<file path="src/crg_pkg.sv">
/*
 * Shared constants and types of the card reader general register bank.
 * Assumes a single 100 MHz clock and a word-wide Wishbone slave port.
 */
package crg_pkg;

	// Timing
	localparam int CLK_NS = 10;
	localparam int POR_TIME_NS = 160;
	localparam int POR_CYC = (POR_TIME_NS + CLK_NS - 1) / CLK_NS;
	localparam logic [4:0] POR_LOAD = 5'(POR_CYC);

	// Register indices, byte address is four times the index
	localparam logic [3:0] IDX_CARD_UART_RESET_CONTROL = 4'h0;
	localparam logic [3:0] IDX_CARD_POWER_CONTROL = 4'h2;
	localparam logic [3:0] IDX_FIFO_CONTROL = 4'h3;
	localparam logic [3:0] IDX_UART_STATUS = 4'h4;
	localparam logic [3:0] IDX_MIXED_STATUS = 4'h5;
	localparam logic [3:0] IDX_UART_MASK = 4'h6;
	localparam logic [3:0] IDX_TIMEOUT_CONFIG = 4'h8;
	localparam logic [3:0] IDX_TIMEOUT_VALUE_LOW = 4'h9;
	localparam logic [3:0] IDX_TIMEOUT_VALUE_MID = 4'ha;
	localparam logic [3:0] IDX_TIMEOUT_VALUE_HIGH = 4'hb;
	localparam logic [3:0] IDX_HARDWARE_FAULT_STATUS = 4'hf;

	// Fields and reset values
	localparam logic [7:0] CSR_RESET = 8'h00;
	localparam logic [7:0] CSR_WMASK = 8'h08;
	localparam int UART_RESET_N_BIT = 3;
	localparam logic [7:0] FCR_WMASK = 8'h0f;
	localparam int FCR_RETX_BIT = 3;
	localparam logic [7:0] TOC_WMASK = 8'h1f;
	localparam logic [3:0] LAT_RESET = 4'h4;
	localparam int LAT_CARD_FAULT = 3;
	localparam int LAT_SUPERVISOR = 2;
	localparam int LAT_PRESENCE = 1;
	localparam int LAT_OVERHEAT = 0;
	localparam logic [6:0] SYNC_RESET = 7'h41;

	// Time-out channel start modes
	localparam logic [1:0] TMODE_STOP = 2'h0;
	localparam logic [1:0] TMODE_ON_WRITE = 2'h1;
	localparam logic [1:0] TMODE_ON_START = 2'h2;
	localparam logic [1:0] TMODE_RELOAD = 2'h3;

	typedef struct packed {
		logic card_io;
		logic card_presence;
		logic supply_drop;
		logic overheat;
		logic rst_prot;
		logic supply_prot;
		logic shutdown_pin_n;
	} crg_pins_t;

	typedef struct packed {
		logic split;
		logic [1:0] mode_b;
		logic [1:0] mode_a;
	} crg_tmr_cfg_t;

	typedef enum logic [2:0] {
		TS_IDLE = 3'b001,
		TS_ARMED = 3'b010,
		TS_RUN = 3'b100
	} crg_tstate_t;

endpackage

</file>
<file path="src/crg_etu_timer.sv">
/*
 * ETU time-out counter: one 24-bit channel, or a 16-bit plus an 8-bit one.
 * Assumes etu_tick_i is a one-cycle pulse per elementary time unit.
 */
`timescale 1ns/10ps
module crg_etu_timer (
	// Clock and reset
	input wire logic clk_i,
	input wire logic rst_i,
	// Configuration
	input wire crg_pkg::crg_tmr_cfg_t cfg_i,
	input wire logic cfg_wr_i,
	input wire logic [23:0] value_i,
	// Events
	input wire logic etu_tick_i,
	input wire logic start_bit_i,
	output logic expire_o
);

	crg_pkg::crg_tstate_t st_q [2];
	logic [23:0] cnt_q [2];
	logic [1:0] exp_w;
	logic expire_q;

	function automatic logic [23:0] load_of(input logic ch,
			input crg_pkg::crg_tmr_cfg_t c, input logic [23:0] v);
		if (ch)
			return {16'h0000, v[7:0]};
		if (c.split)
			return {8'h00, v[23:8]};
		return v;
	endfunction

	function automatic logic [1:0] mode_of(input logic ch,
			input crg_pkg::crg_tmr_cfg_t c);
		if (ch)
			return c.split ? c.mode_b : crg_pkg::TMODE_STOP;
		return c.mode_a;
	endfunction

	for (genvar g = 0; g < 2; g++) begin : g_chan
		logic [23:0] load_w;
		logic [1:0] mode_w;
		logic last_w;
		assign load_w = load_of(1'(g), cfg_i, value_i);
		assign mode_w = mode_of(1'(g), cfg_i);
		assign last_w = cnt_q[g] <= 24'h000001;
		assign exp_w[g] = st_q[g] == crg_pkg::TS_RUN && etu_tick_i &&
			last_w && !cfg_wr_i;

		always_ff @(posedge clk_i) begin
			if (rst_i) begin
				st_q[g] <= crg_pkg::TS_IDLE;
				cnt_q[g] <= 24'h000000;
			end else if (cfg_wr_i) begin
				cnt_q[g] <= load_w;
				case (mode_w)
				crg_pkg::TMODE_STOP: st_q[g] <= crg_pkg::TS_IDLE;
				crg_pkg::TMODE_ON_START: st_q[g] <= crg_pkg::TS_ARMED;
				default: st_q[g] <= crg_pkg::TS_RUN;
				endcase
			end else begin
				case (st_q[g])
				crg_pkg::TS_ARMED: begin
					if (start_bit_i) begin
						st_q[g] <= crg_pkg::TS_RUN;
						cnt_q[g] <= load_w;
					end
				end
				crg_pkg::TS_RUN: begin
					if (etu_tick_i && !last_w)
						cnt_q[g] <= cnt_q[g] - 24'h000001;
					else if (etu_tick_i && mode_w == crg_pkg::TMODE_RELOAD)
						cnt_q[g] <= load_w;
					else if (etu_tick_i)
						st_q[g] <= crg_pkg::TS_IDLE;
				end
				crg_pkg::TS_IDLE: st_q[g] <= crg_pkg::TS_IDLE;
				default: st_q[g] <= crg_pkg::TS_IDLE;
				endcase
			end
		end
	end

	always_ff @(posedge clk_i) begin
		if (rst_i)
			expire_q <= 1'b0;
		else
			expire_q <= |exp_w;
	end

	assign expire_o = expire_q;
endmodule // crg_etu_timer

</file>
<file path="src/crg_regs.sv">
/*
 * General control and status registers of the smart card reader front end.
 * Assumes a classic Wishbone master on clk_i and raw pins needing sync.
 */
// The Wishbone interface to the registers was decided locally.
`timescale 1ns/10ps

// Behaviour
// - Card select register resets to zero, holding the card UART in reset.
// - While UART reset bit is low, card UART registers are forced to init; FIFO control, UART mask and time-out here keep their values.
// - Interrupt low while fault, presence, overheat latch or shutdown bit set.
// - Status read clears the reported bits two cycles after the read.
// - Any emergency latch clears the activation start bit automatically.
// - Shutdown status bit is set while the shutdown pin is low.
// - Shut-down mode lasts until the shutdown pin returns high.
// - Mixed status raises no interrupt; tx empty/rx full is maskable.
// - FIFO control sets receive depth 1 to 8 and NAK retransmission.
// - Time-out counter counts ETUs to programmed value and then interrupts.
// - Each counter starts on write, on a start bit, or auto-reloads.
// - Card fault latch sets on supply or reset-line protection fault.
// - Supervisor latch sets at power-on, clears only on read after pulse.
// - Presence change latch sets when card presence changes.
// - Overheat latch sets whenever overheating occurs.
module crg_regs (
	// Clock and reset
	input wire logic clk_i,
	input wire logic rst_i,
	// Wishbone slave
	input wire logic wb_cyc_i,
	input wire logic wb_stb_i,
	input wire logic wb_we_i,
	input wire logic [5:0] wb_adr_i,
	input wire logic [3:0] wb_sel_i,
	input wire logic [31:0] wb_dat_i,
	output logic [31:0] wb_dat_o,
	output logic wb_ack_o,
	// Pins
	input wire crg_pkg::crg_pins_t pins_i,
	// Card UART side
	input wire logic tx_empty_rx_full_i,
	input wire logic etu_tick_i,
	output logic uart_soft_reset_n_o,
	output logic [2:0] fifo_depth_o,
	output logic retransmit_en_o,
	// Card power and system
	output logic card_start_o,
	output logic shutdown_mode_o,
	output logic irq_out_n_o
);

	// Pin synchronisers
	logic [6:0] s1_q;
	logic [6:0] s2_q;
	logic [6:0] s3_q;
	logic [6:0] stab_q;
	logic [6:0] stab_d;
	logic [6:0] agree_w;
	crg_pkg::crg_pins_t pin_w;
	crg_pkg::crg_pins_t chg_w;

	assign agree_w = ~(s2_q ^ s3_q);
	assign stab_d = (agree_w & s3_q) | (~agree_w & stab_q);
	assign pin_w = crg_pkg::crg_pins_t'(stab_q);
	assign chg_w = crg_pkg::crg_pins_t'(stab_d ^ stab_q);

	always_ff @(posedge clk_i) begin
		if (rst_i) begin
			s1_q <= crg_pkg::SYNC_RESET;
			s2_q <= crg_pkg::SYNC_RESET;
			s3_q <= crg_pkg::SYNC_RESET;
			stab_q <= crg_pkg::SYNC_RESET;
		end else begin
			s1_q <= pins_i;
			s2_q <= s1_q;
			s3_q <= s2_q;
			stab_q <= stab_d;
		end
	end

	// Bus decode
	logic acc_w;
	logic wr_w;
	logic rd_w;
	logic [3:0] idx_w;
	logic ack_q;
	logic [31:0] dat_q;
	logic [7:0] rdata_w;

	function automatic logic hit(input logic [3:0] a, input logic [3:0] i);
		return a == i;
	endfunction

	assign idx_w = wb_adr_i[5:2];
	assign acc_w = wb_cyc_i && wb_stb_i && !ack_q;
	assign wr_w = acc_w && wb_we_i && wb_sel_i[0];
	assign rd_w = acc_w && !wb_we_i;

	logic wr_csr_w;
	logic wr_pcr_w;
	logic wr_fcr_w;
	logic wr_mask_w;
	logic wr_toc_w;
	logic rd_hfs_w;
	logic rd_usr_w;

	assign wr_csr_w = wr_w && hit(idx_w, crg_pkg::IDX_CARD_UART_RESET_CONTROL);
	assign wr_pcr_w = wr_w && hit(idx_w, crg_pkg::IDX_CARD_POWER_CONTROL);
	assign wr_fcr_w = wr_w && hit(idx_w, crg_pkg::IDX_FIFO_CONTROL);
	assign wr_mask_w = wr_w && hit(idx_w, crg_pkg::IDX_UART_MASK);
	assign wr_toc_w = wr_w && hit(idx_w, crg_pkg::IDX_TIMEOUT_CONFIG);
	assign rd_hfs_w = rd_w && hit(idx_w, crg_pkg::IDX_HARDWARE_FAULT_STATUS);
	assign rd_usr_w = rd_w && hit(idx_w, crg_pkg::IDX_UART_STATUS);

	// Software registers
	logic [7:0] csr_q;
	logic start_q;
	logic start_d;
	logic [7:0] fcr_q;
	logic mask_q;
	logic [7:0] toc_q;
	logic toc_wr_q;
	logic [23:0] tor_q;
	logic emerg_w;

	assign start_d = emerg_w ? 1'b0 : (wr_pcr_w ? wb_dat_i[0] : start_q);

	always_ff @(posedge clk_i) begin
		if (rst_i) begin
			csr_q <= crg_pkg::CSR_RESET;
			start_q <= 1'b0;
			fcr_q <= 8'h00;
			mask_q <= 1'b0;
			toc_q <= 8'h00;
			toc_wr_q <= 1'b0;
			tor_q <= 24'h000000;
		end else begin
			if (wr_csr_w)
				csr_q <= wb_dat_i[7:0] & crg_pkg::CSR_WMASK;
			start_q <= start_d;
			if (wr_fcr_w)
				fcr_q <= wb_dat_i[7:0] & crg_pkg::FCR_WMASK;
			if (wr_mask_w)
				mask_q <= wb_dat_i[0];
			if (wr_toc_w)
				toc_q <= wb_dat_i[7:0] & crg_pkg::TOC_WMASK;
			toc_wr_q <= wr_toc_w;
			if (wr_w && hit(idx_w, crg_pkg::IDX_TIMEOUT_VALUE_LOW))
				tor_q[7:0] <= wb_dat_i[7:0];
			if (wr_w && hit(idx_w, crg_pkg::IDX_TIMEOUT_VALUE_MID))
				tor_q[15:8] <= wb_dat_i[7:0];
			if (wr_w && hit(idx_w, crg_pkg::IDX_TIMEOUT_VALUE_HIGH))
				tor_q[23:16] <= wb_dat_i[7:0];
		end
	end

	// Power-on pulse and status latches
	logic [4:0] por_q;
	logic por_busy_w;
	logic por_start_w;
	logic shutdown_request_exit_w;
	logic shutdown_request_low_w;
	logic [3:0] lat_q;
	logic [3:0] lat_set_w;
	logic [3:0] snap1_q;
	logic [3:0] snap2_q;
	logic [3:0] clrable_w;

	assign shutdown_request_low_w = !pin_w.shutdown_pin_n;
	assign shutdown_request_exit_w = chg_w.shutdown_pin_n && !pin_w.shutdown_pin_n;
	assign por_start_w = pin_w.supply_drop || shutdown_request_exit_w;
	assign por_busy_w = por_q != 5'h00;

	assign lat_set_w[crg_pkg::LAT_CARD_FAULT] =
		pin_w.supply_prot || pin_w.rst_prot;
	assign lat_set_w[crg_pkg::LAT_SUPERVISOR] = por_start_w;
	assign lat_set_w[crg_pkg::LAT_PRESENCE] = chg_w.card_presence;
	assign lat_set_w[crg_pkg::LAT_OVERHEAT] = pin_w.overheat;
	assign emerg_w = |lat_set_w;

	// Supervisor may only be cleared by a read outside the power-on pulse
	assign clrable_w = lat_q & {1'b1, !por_busy_w, 2'b11};

	always_ff @(posedge clk_i) begin
		if (rst_i) begin
			por_q <= crg_pkg::POR_LOAD;
			lat_q <= crg_pkg::LAT_RESET;
			snap1_q <= 4'h0;
			snap2_q <= 4'h0;
		end else begin
			if (por_start_w)
				por_q <= crg_pkg::POR_LOAD;
			else if (por_busy_w)
				por_q <= por_q - 5'h01;
			snap1_q <= rd_hfs_w ? clrable_w : 4'h0;
			snap2_q <= snap1_q;
			lat_q <= (lat_q & ~(snap2_q & clrable_w)) |
				lat_set_w;
		end
	end

	// UART status and time-out
	logic tmr_exp_w;
	logic tof_q;
	logic uart_irq_w;

	crg_etu_timer u_timer (
		.clk_i(clk_i),
		.rst_i(rst_i),
		.cfg_i(crg_pkg::crg_tmr_cfg_t'(toc_q[4:0])),
		.cfg_wr_i(toc_wr_q),
		.value_i(tor_q),
		.etu_tick_i(etu_tick_i),
		.start_bit_i(chg_w.card_io && pin_w.card_io),
		.expire_o(tmr_exp_w)
	);

	always_ff @(posedge clk_i) begin
		if (rst_i)
			tof_q <= 1'b0;
		else
			tof_q <= (tof_q && !rd_usr_w) || tmr_exp_w;
	end

	// Mixed status stays out of the interrupt path
	assign uart_irq_w = (tx_empty_rx_full_i && !mask_q) || tof_q;

	// Interrupt, shut-down and outputs
	logic irq_n_q;
	logic irq_n_d;
	logic shutdown_request_q;

	assign irq_n_d = !(lat_q[crg_pkg::LAT_CARD_FAULT] ||
		lat_q[crg_pkg::LAT_PRESENCE] || lat_q[crg_pkg::LAT_OVERHEAT] ||
		shutdown_request_low_w || (lat_q[crg_pkg::LAT_SUPERVISOR] && por_busy_w) ||
		uart_irq_w);

	always_ff @(posedge clk_i) begin
		if (rst_i) begin
			irq_n_q <= 1'b0;
			shutdown_request_q <= 1'b0;
		end else begin
			irq_n_q <= irq_n_d;
			shutdown_request_q <= shutdown_request_low_w;
		end
	end

	// Read mux
	always_comb begin
		case (idx_w)
		crg_pkg::IDX_CARD_UART_RESET_CONTROL: rdata_w = csr_q;
		crg_pkg::IDX_CARD_POWER_CONTROL: rdata_w = {7'h00, start_q};
		crg_pkg::IDX_FIFO_CONTROL: rdata_w = fcr_q;
		crg_pkg::IDX_UART_STATUS: rdata_w = {6'h00, tof_q, tx_empty_rx_full_i};
		crg_pkg::IDX_MIXED_STATUS:
			rdata_w = {6'h00, tx_empty_rx_full_i, pin_w.card_presence};
		crg_pkg::IDX_UART_MASK: rdata_w = {7'h00, mask_q};
		crg_pkg::IDX_TIMEOUT_CONFIG: rdata_w = toc_q;
		crg_pkg::IDX_HARDWARE_FAULT_STATUS:
			rdata_w = {shutdown_request_low_w, 1'b0, lat_q[crg_pkg::LAT_CARD_FAULT],
				lat_q[crg_pkg::LAT_SUPERVISOR], 1'b0,
				lat_q[crg_pkg::LAT_PRESENCE], 1'b0,
				lat_q[crg_pkg::LAT_OVERHEAT]};
		default: rdata_w = 8'h00;
		endcase
	end

	always_ff @(posedge clk_i) begin
		if (rst_i) begin
			ack_q <= 1'b0;
			dat_q <= 32'h00000000;
		end else begin
			ack_q <= acc_w;
			if (rd_w)
				dat_q <= {24'h000000, rdata_w};
		end
	end

	assign wb_ack_o = ack_q;
	assign wb_dat_o = dat_q;
	assign uart_soft_reset_n_o = csr_q[crg_pkg::UART_RESET_N_BIT];
	assign fifo_depth_o = fcr_q[2:0];
	assign retransmit_en_o = fcr_q[crg_pkg::FCR_RETX_BIT];
	assign card_start_o = start_q;
	assign shutdown_mode_o = shutdown_request_q;
	assign irq_out_n_o = irq_n_q;
endmodule // crg_regs

</file>
<file path="config.mk">
export PLATFORM = sky130hd
export DESIGN_NAME = crg_regs
export DESIGN_NICKNAME = d
export VERILOG_FILES = /design/src/crg_pkg.sv /design/src/crg_etu_timer.sv /design/src/crg_regs.sv
export SDC_FILE = /design/constraint.sdc
export NUM_CORES = 1
export LEC_CHECK = 0
export BUFFER_PORTS_ARGS = -buffer_cell sky130_fd_sc_hd__buf_2
export CELL_PAD_IN_SITES_DETAIL_PLACEMENT = 0
export CELL_PAD_IN_SITES_GLOBAL_PLACEMENT = 2
export CORE_AREA = 4 4 146 148
export CTS_CLUSTER_SIZE = 30
export DETAILED_ROUTE_END_ITERATION = 8
export DIE_AREA = 0 0 150 152
export GPL_ROUTABILITY_DRIVEN = 0
export PLACE_DENSITY_LB_ADDON = 0.1
export RECOVER_POWER = 25
export SKIP_LAST_GASP = 1
export SYNTH_ARGS = -nofsm -noshare
export SYNTH_HDL_FRONTEND = slang
export SYNTH_SLANG_ARGS = --single-unit
</file>
<file path="constraint.sdc">
create_clock -name clk_i -period 3 [get_ports clk_i]
set_input_delay 0.45 -clock clk_i [delete_from_list [all_inputs] [get_ports clk_i]]
set_output_delay 0.45 -clock clk_i [all_outputs]
set_load 0.02 [all_outputs]
</file>
==> results of run 1 <==
==> cell type report <==
cell class,count,area [um2],share of cell area
flip-flops and latches,148,3500,0.432
clock inverters,8,82.6,0.0102
inverters,14,52.6,0.00648
multi-input cells,523,3310,0.409
well taps,270,338,0.0417
repair buffers,54,283,0.0349
clock buffers,24,536,0.0661
==> worst reg2reg max path: stages (launching register included) <==
cell	delay [ns]
edfxtp_1	0.49
nor4_2	0.44
nand4_1	0.20
nor4_4	0.53
or2b_1	0.51
o22ai_1	0.17
==> Yosys cell counts, types with 4 or more instances <==
| cell | n |
|---|---|
| nor3_1 | 27 |
| inv_1 | 14 |
| buf_4 | 26 |
| nor4_1 | 14 |
| edfxtp_1 | 54 |
| buf_2 | 5 |
| nand4_1 | 8 |
| nand3b_1 | 5 |
| nor3b_1 | 6 |
| nand2_1 | 33 |
| and3_1 | 5 |
| o2bb2ai_1 | 17 |
| nor2_1 | 108 |
| o22ai_1 | 18 |
| nor2b_1 | 26 |
| nor4_2 | 4 |
| a21oi_1 | 21 |
| buf_1 | 5 |
| ha_1 | 5 |
| dfxtp_1 | 94 |
| xnor2_1 | 30 |
| or2_2 | 9 |
| a21o_1 | 4 |
| xor2_1 | 16 |
| mux2i_1 | 57 |
| nand3_1 | 19 |
| nand2b_1 | 8 |
| o21ai_0 | 15 |
| clkbuf_1 | 17 |
==> cells by family (layout without fill, tap and decap cells) <==
family / count (synthesis) / in the layout / share of synthesized area
buf+inv: 68 / 100 / 0.0517
fa+ha+maj: 5 / 5 / 0.00883
xor+xnor: 46 / 46 / 0.0569
other cells: 1 / 25 / 0.000529
compound gates: 97 / 97 / 0.0932
simple gates: 292 / 292 / 0.212
flops: 148 / 148 / 0.494
mux: 58 / 58 / 0.0821
==> layout by cell type (no fill, tap or decap), types with 9 or more instances in the layout <==
master	synthesis	layout
o22ai_1	18	18
nor3_1	27	27
clkbuf_1	17	14
a21oi_1	21	21
o21ai_0	15	15
xor2_1	16	16
xnor2_1	30	30
conb_1	1	25
clkbuf_16	0	20
buf_2	5	31
edfxtp_1	54	54
buf_4	26	11
nand3_1	19	19
nand2_1	33	33
nor4_1	14	14
o2bb2ai_1	17	17
nor2_1	108	108
mux2i_1	57	57
or2_2	9	9
nor2b_1	26	26
dfxtp_1	94	94
inv_1	14	14
==> layer usage <==
layer	vias up	GRT usage	routed length, um
li1	2586	-	-
met1	2430	0.198	7840
met2	81	0.248	8150
met3	18	0.0283	514
met4	0	0.0501	279
met5	-	0	0
==> sequential cells by signal, indices dropped and copies added (netlist names), 3 cells and up, named ones only <==
signal and flops:
wb_dat_o 7, s3_q 7, snap2_q 4, fcr_q 4
toc_q 5, lat_q 4, pin_w 3, u_timer.st_q 6
por_q 5, s1_q 7, u_timer.cnt_q 48, snap1_q 4
s2_q 7, tor_q 24
==> stage by stage <==
| step | power [mW] | hold slack [ns] | setup slack [ns] | instances |
|---|---|---|---|---|
| floorplan | 2.49 | 0.389 | 0.227 | 739 |
| global placement | 2.55 | 0.399 | 0.419 | 1009 |
| detailed placement | 2.56 | 0.398 | 0.314 | 1009 |
| CTS | 4.76 | 0.192 | 0.310 | 1041 |
| global route | 4.88 | 0.213 | 0.145 | 1041 |
| finish | 4.70 | 0.209 | 0.388 | 1041 |
==> path summary, 6_finish.rpt <==
path	start	endpoint	slack, ns	cells after the start
setup reg to reg	u_timer.cnt_q[0][6]	u_timer.cnt_q[0][12]	0.39	5
hold reg to reg	s1_q[0]	s2_q[0]	0.41	1
hold / removal	pins_i[0]	s1_q[0]	0.21	2
setup / recovery	u_timer.cnt_q[0][6]	u_timer.cnt_q[0][12]	0.39	5
==> where the power goes <==
group / switching [mW] / internal (mW)
logic: 0.198 / 0.118
registers: 0.0539 / 2.15
clock network: 0.842 / 1.34
==> summary.txt, run 1 <==
worst relative slew slack = -0.157
top cell type's share of synthesized area = 0.266
fin util = 0.405
Critical Path AT = 2.76 ns
HPWL Detailed = 12100 um
Final Hold Fails = 0
DR pass1 iterations = 4
post-synthesis sequential area ratio = 0.494
minimum clock period = 2.61 ns
vias in the first global route = 5124
failing checks = capacitance limit, slew limit
post-DR vias/cell = 4.91
Clock Skews = 0.00964 ns
Achievable Freq = 383 MHz
TritonCTS Buffers = 17
Total GRT Usage = 0.150
initial DRC count = 290
CP bufs+invs = 0
Max IR drop VDD = 0.391 mV
Site Rows = 52
DRC Markers = 0
Die Height = 152 um
final WL = 16800 um
Worst EP required = 3.14 ns
share of layout cells above drive strength 1 = 0.121
top cell family by delay on the critical path = simple AND/OR/NAND/NOR gates
fill count = 2028
Critical Path, Cell by Cell = nor4_2 > nand4_1 > nor4_4 > or2b_1 > o22ai_1
worst min-delay path category = in2reg
Synth Flop Type = dfxtp_1
Nets = 819
Crit Path Class = reg2reg
P&R area growth vs syn = 14.4%
MaxCap Viol Count = 1
Post-CTS Resized = 0
DIE AREA = 22800 um2
core region area = 20000 um2
Max Buffers Root-to-Sink = 2
CP max-delay cell = nor4_4
synthesized cell area = 7090 um2
# diodes = 0
Final Cycle Share = 0.871
Synth area leader = dfxtp_1
largest net degree at the start of global routing = 44
H-tree depth = 4
Root Buffer = clkbuf_16
DR vias = 5115
Post-synth ARST share = 0
Leak = 2.75 nW
worst slew pin tran = 1.74 ns
Synth cell types = 58
Clk Latency, worst-skew pair = 0.42 ns
Crit. End Element = register
Initial Util = 0.354
Die W = 150 um
CP max FO = 15
status = finished with violations
I/O pins = 97
Post-synth EDFFs = 54
Final Max Slew Viols = 44
TNS Setup = 0 ns
PwrDens = 580 nW/um2
first-pass GRT wire length = 27300 um
post-cts hold buffer count = 0
total gr overflow = 0
final setup fails = 0
RSZ-0062 raised after global routing = false
initial antenna violation count = 0
post-route ant nets = 0
Cells after Synth = 715
Routed WL per cell = 16.1 um
average cell area after synthesis = 9.91 um2
Max stage delay on crit path = 0.53 ns
Worst-path clk slew = 0.06 ns
clock sinks = 148
placed cell area = 7510 um2
Setup crit start kind = register
port bufs = 42
CTS tree = done
synth warn = 0
postcts setup bufs = 0
top post-synthesis cells by area = dfxtp_1, edfxtp_1, mux2i_1
Finished Cell Area = 8110 um2
Seq cells post-synth = 148
(Power assumes the default switching activity.)
==> run 2: changes to the inputs <==
==> constraint.sdc (replaced) <==
create_clock -name clk_i -period 2.7 [get_ports clk_i]
set_input_delay 0.405 -clock clk_i [delete_from_list [all_inputs] [get_ports clk_i]]
set_output_delay 0.405 -clock clk_i [all_outputs]
set_load 0.02 [all_outputs]
==> summary.txt, run 2 (same netlist as run 1, synthesis figures left out) <==
pre-CTS WS = 0.275 ns (was 0.314 ns)
Root Buffer = clkbuf_16 (unchanged)
initial DRC count = 318 (was 290)
most frequent cells in the layout = nor2_1, dfxtp_1, mux2i_1 (unchanged)
Clock Skews = 0.0109 ns (was 0.00964 ns)
final WL = 16900 um (was 16800 um)
TritonCTS Buffers = 17 (unchanged)
Total GRT Usage = 0.151 (was 0.150)
Most flops, register = u_timer.cnt_q (unchanged)
postcts setup bufs = 0 (unchanged)
Final Hold Slack = 0.168 ns (was 0.209 ns)
Nets = 826 (was 819)
largest net degree at the start of global routing = 56 (was 44)
Final Hold Fails = 0 (unchanged)
core region area = 20000 um2 (unchanged)
P&R area growth vs syn = 14.8% (was 14.4%)
min setup slack post-route = 0.310 ns (was 0.388 ns)
Achievable Freq = 418 MHz (was 383 MHz)
Crit. End Element = register (unchanged)
post-DR vias/cell = 4.95 (was 4.91)
Max Buffers Root-to-Sink = 2 (unchanged)
port bufs = 42 (unchanged)
first-pass GRT wire length = 27400 um (was 27300 um)
Clk Latency, worst-skew pair = 0.42 ns (about the same)
Leak = 2.76 nW (was 2.75 nW)
Die W = 150 um (unchanged)
clock sinks = 148 (unchanged)
post-cts hold buffer count = 0 (unchanged)
PwrDens = 632 nW/um2 (was 580 nW/um2)
Initial Util = 0.354 (unchanged)
TNS Setup = 0 ns (unchanged)
Worst EP required = 2.84 ns (was 3.14 ns)
vias in the first global route = 4990 (was 5124)
CTS tree = done (unchanged)
I/O pins = 97 (unchanged)
Crit Path Class = reg2reg (unchanged)
Routed WL per cell = 16.1 um (about the same)
Max IR drop VDD = 0.432 mV (was 0.391 mV)
HPWL Detailed = 12100 um (about the same)
Setup crit start kind = register (unchanged)
RSZ-0062 raised after global routing = false (unchanged)
DR vias = 5191 (was 5115)
biggest regs = u_timer.cnt_q x48, tor_q x24 (unchanged)
DIE AREA = 22800 um2 (unchanged)
Post-CTS Resized = 0 (unchanged)
DR pass1 iterations = 5 (was 4)
status = finished, final reports clean (was finished with violations)
Site Rows = 52 (unchanged)
# diodes = 0 (unchanged)
Critical Path AT = 2.53 ns (was 2.76 ns)
MaxCap Viol Count = 0 (was 1)
final setup fails = 0 (unchanged)
worst slew pin tran = 1.16 ns (was 1.74 ns)
total gr overflow = 0 (unchanged)
worst relative slew slack = 0.225 (was -0.157)
share of layout cells above drive strength 1 = 0.129 (was 0.121)
Final Max Slew Viols = 0 (was 44)
DRC Markers = 0 (unchanged)
Final Cycle Share = 0.885 (was 0.871)
CP max FO = 15 (unchanged)
max FFs per register = 48 (unchanged)
minimum clock period = 2.39 ns (was 2.61 ns)
most common cell after layout, fill and taps aside = nor2_1 (unchanged)
fill count = 2052 (was 2028)
Worst-path clk slew = 0.07 ns (was 0.06 ns)
H-tree depth = 4 (unchanged)
initial antenna violation count = 0 (unchanged)
worst min-delay path category = in2reg (unchanged)
Die Height = 152 um (unchanged)
post-route ant nets = 0 (unchanged)
total power draw = 5.14 mW (was 4.70 mW)
[run 2: changes by cell type in the layout (fill, tap and decap cells not counted), sizes merged]
cell    delta
bufinv     +1
inv        +1
clkbuf     -4
buf        +5
clkinv     +4
[run 2: routing by layer]
metal	share of wire	track usage
met4	0.0076	0.0366
met5	0	0
met2	0.49	0.247
met3	0.042	0.0337
met1	0.46	0.204
[run 2: critical path, cell delays in order (launching register included)]
cell,delay (ns)
edfxtp_1,0.47
nor4_2,0.46
nand4_1,0.22
nor4_4,0.30
buf_12,0.20
or2b_1,0.13
buf_4,0.21
o22ai_1,0.12
[run 2: final cells by class]
class / count / area [um2] / share of cell area
clock buffers: 18 / 429 / 0.0528
inverters: 14 / 52.6 / 0.00646
well taps: 270 / 338 / 0.0415
clock inverters: 14 / 150 / 0.0185
repair buffers: 61 / 342 / 0.0420
multi-input cells: 523 / 3320 / 0.408
flip-flops and latches: 148 / 3500 / 0.431
[run 2: path summary, 6_finish.rpt]
check,cells after the start,slack [ns],to,start
hold reg to reg,1,0.42,s2_q[6],s1_q[6]
setup / recovery,7,0.31,u_timer.cnt_q[0][13],u_timer.cnt_q[0][2]
setup reg to reg,7,0.31,u_timer.cnt_q[0][13],u_timer.cnt_q[0][2]
hold / removal,2,0.17,s1_q[0],pins_i[0]
[run 2: where the power goes]
part | switching [mW] | total (mW) | internal (mW) | leakage [nW]
logic | 0.220 | 0.352 | 0.132 | 1.17
registers | 0.0612 | 2.44 | 2.38 | 1.31
clock network | 0.969 | 2.34 | 1.37 | 0.284
[run 2: metrics by stage]
stage	utilization	area [um2]	instances
finish	0.406	8130	1048
global route	0.406	8130	1048
CTS	0.407	8160	1048
detailed placement	0.378	7580	1016
global placement	0.378	7580	1016
floorplan	-	7190	739
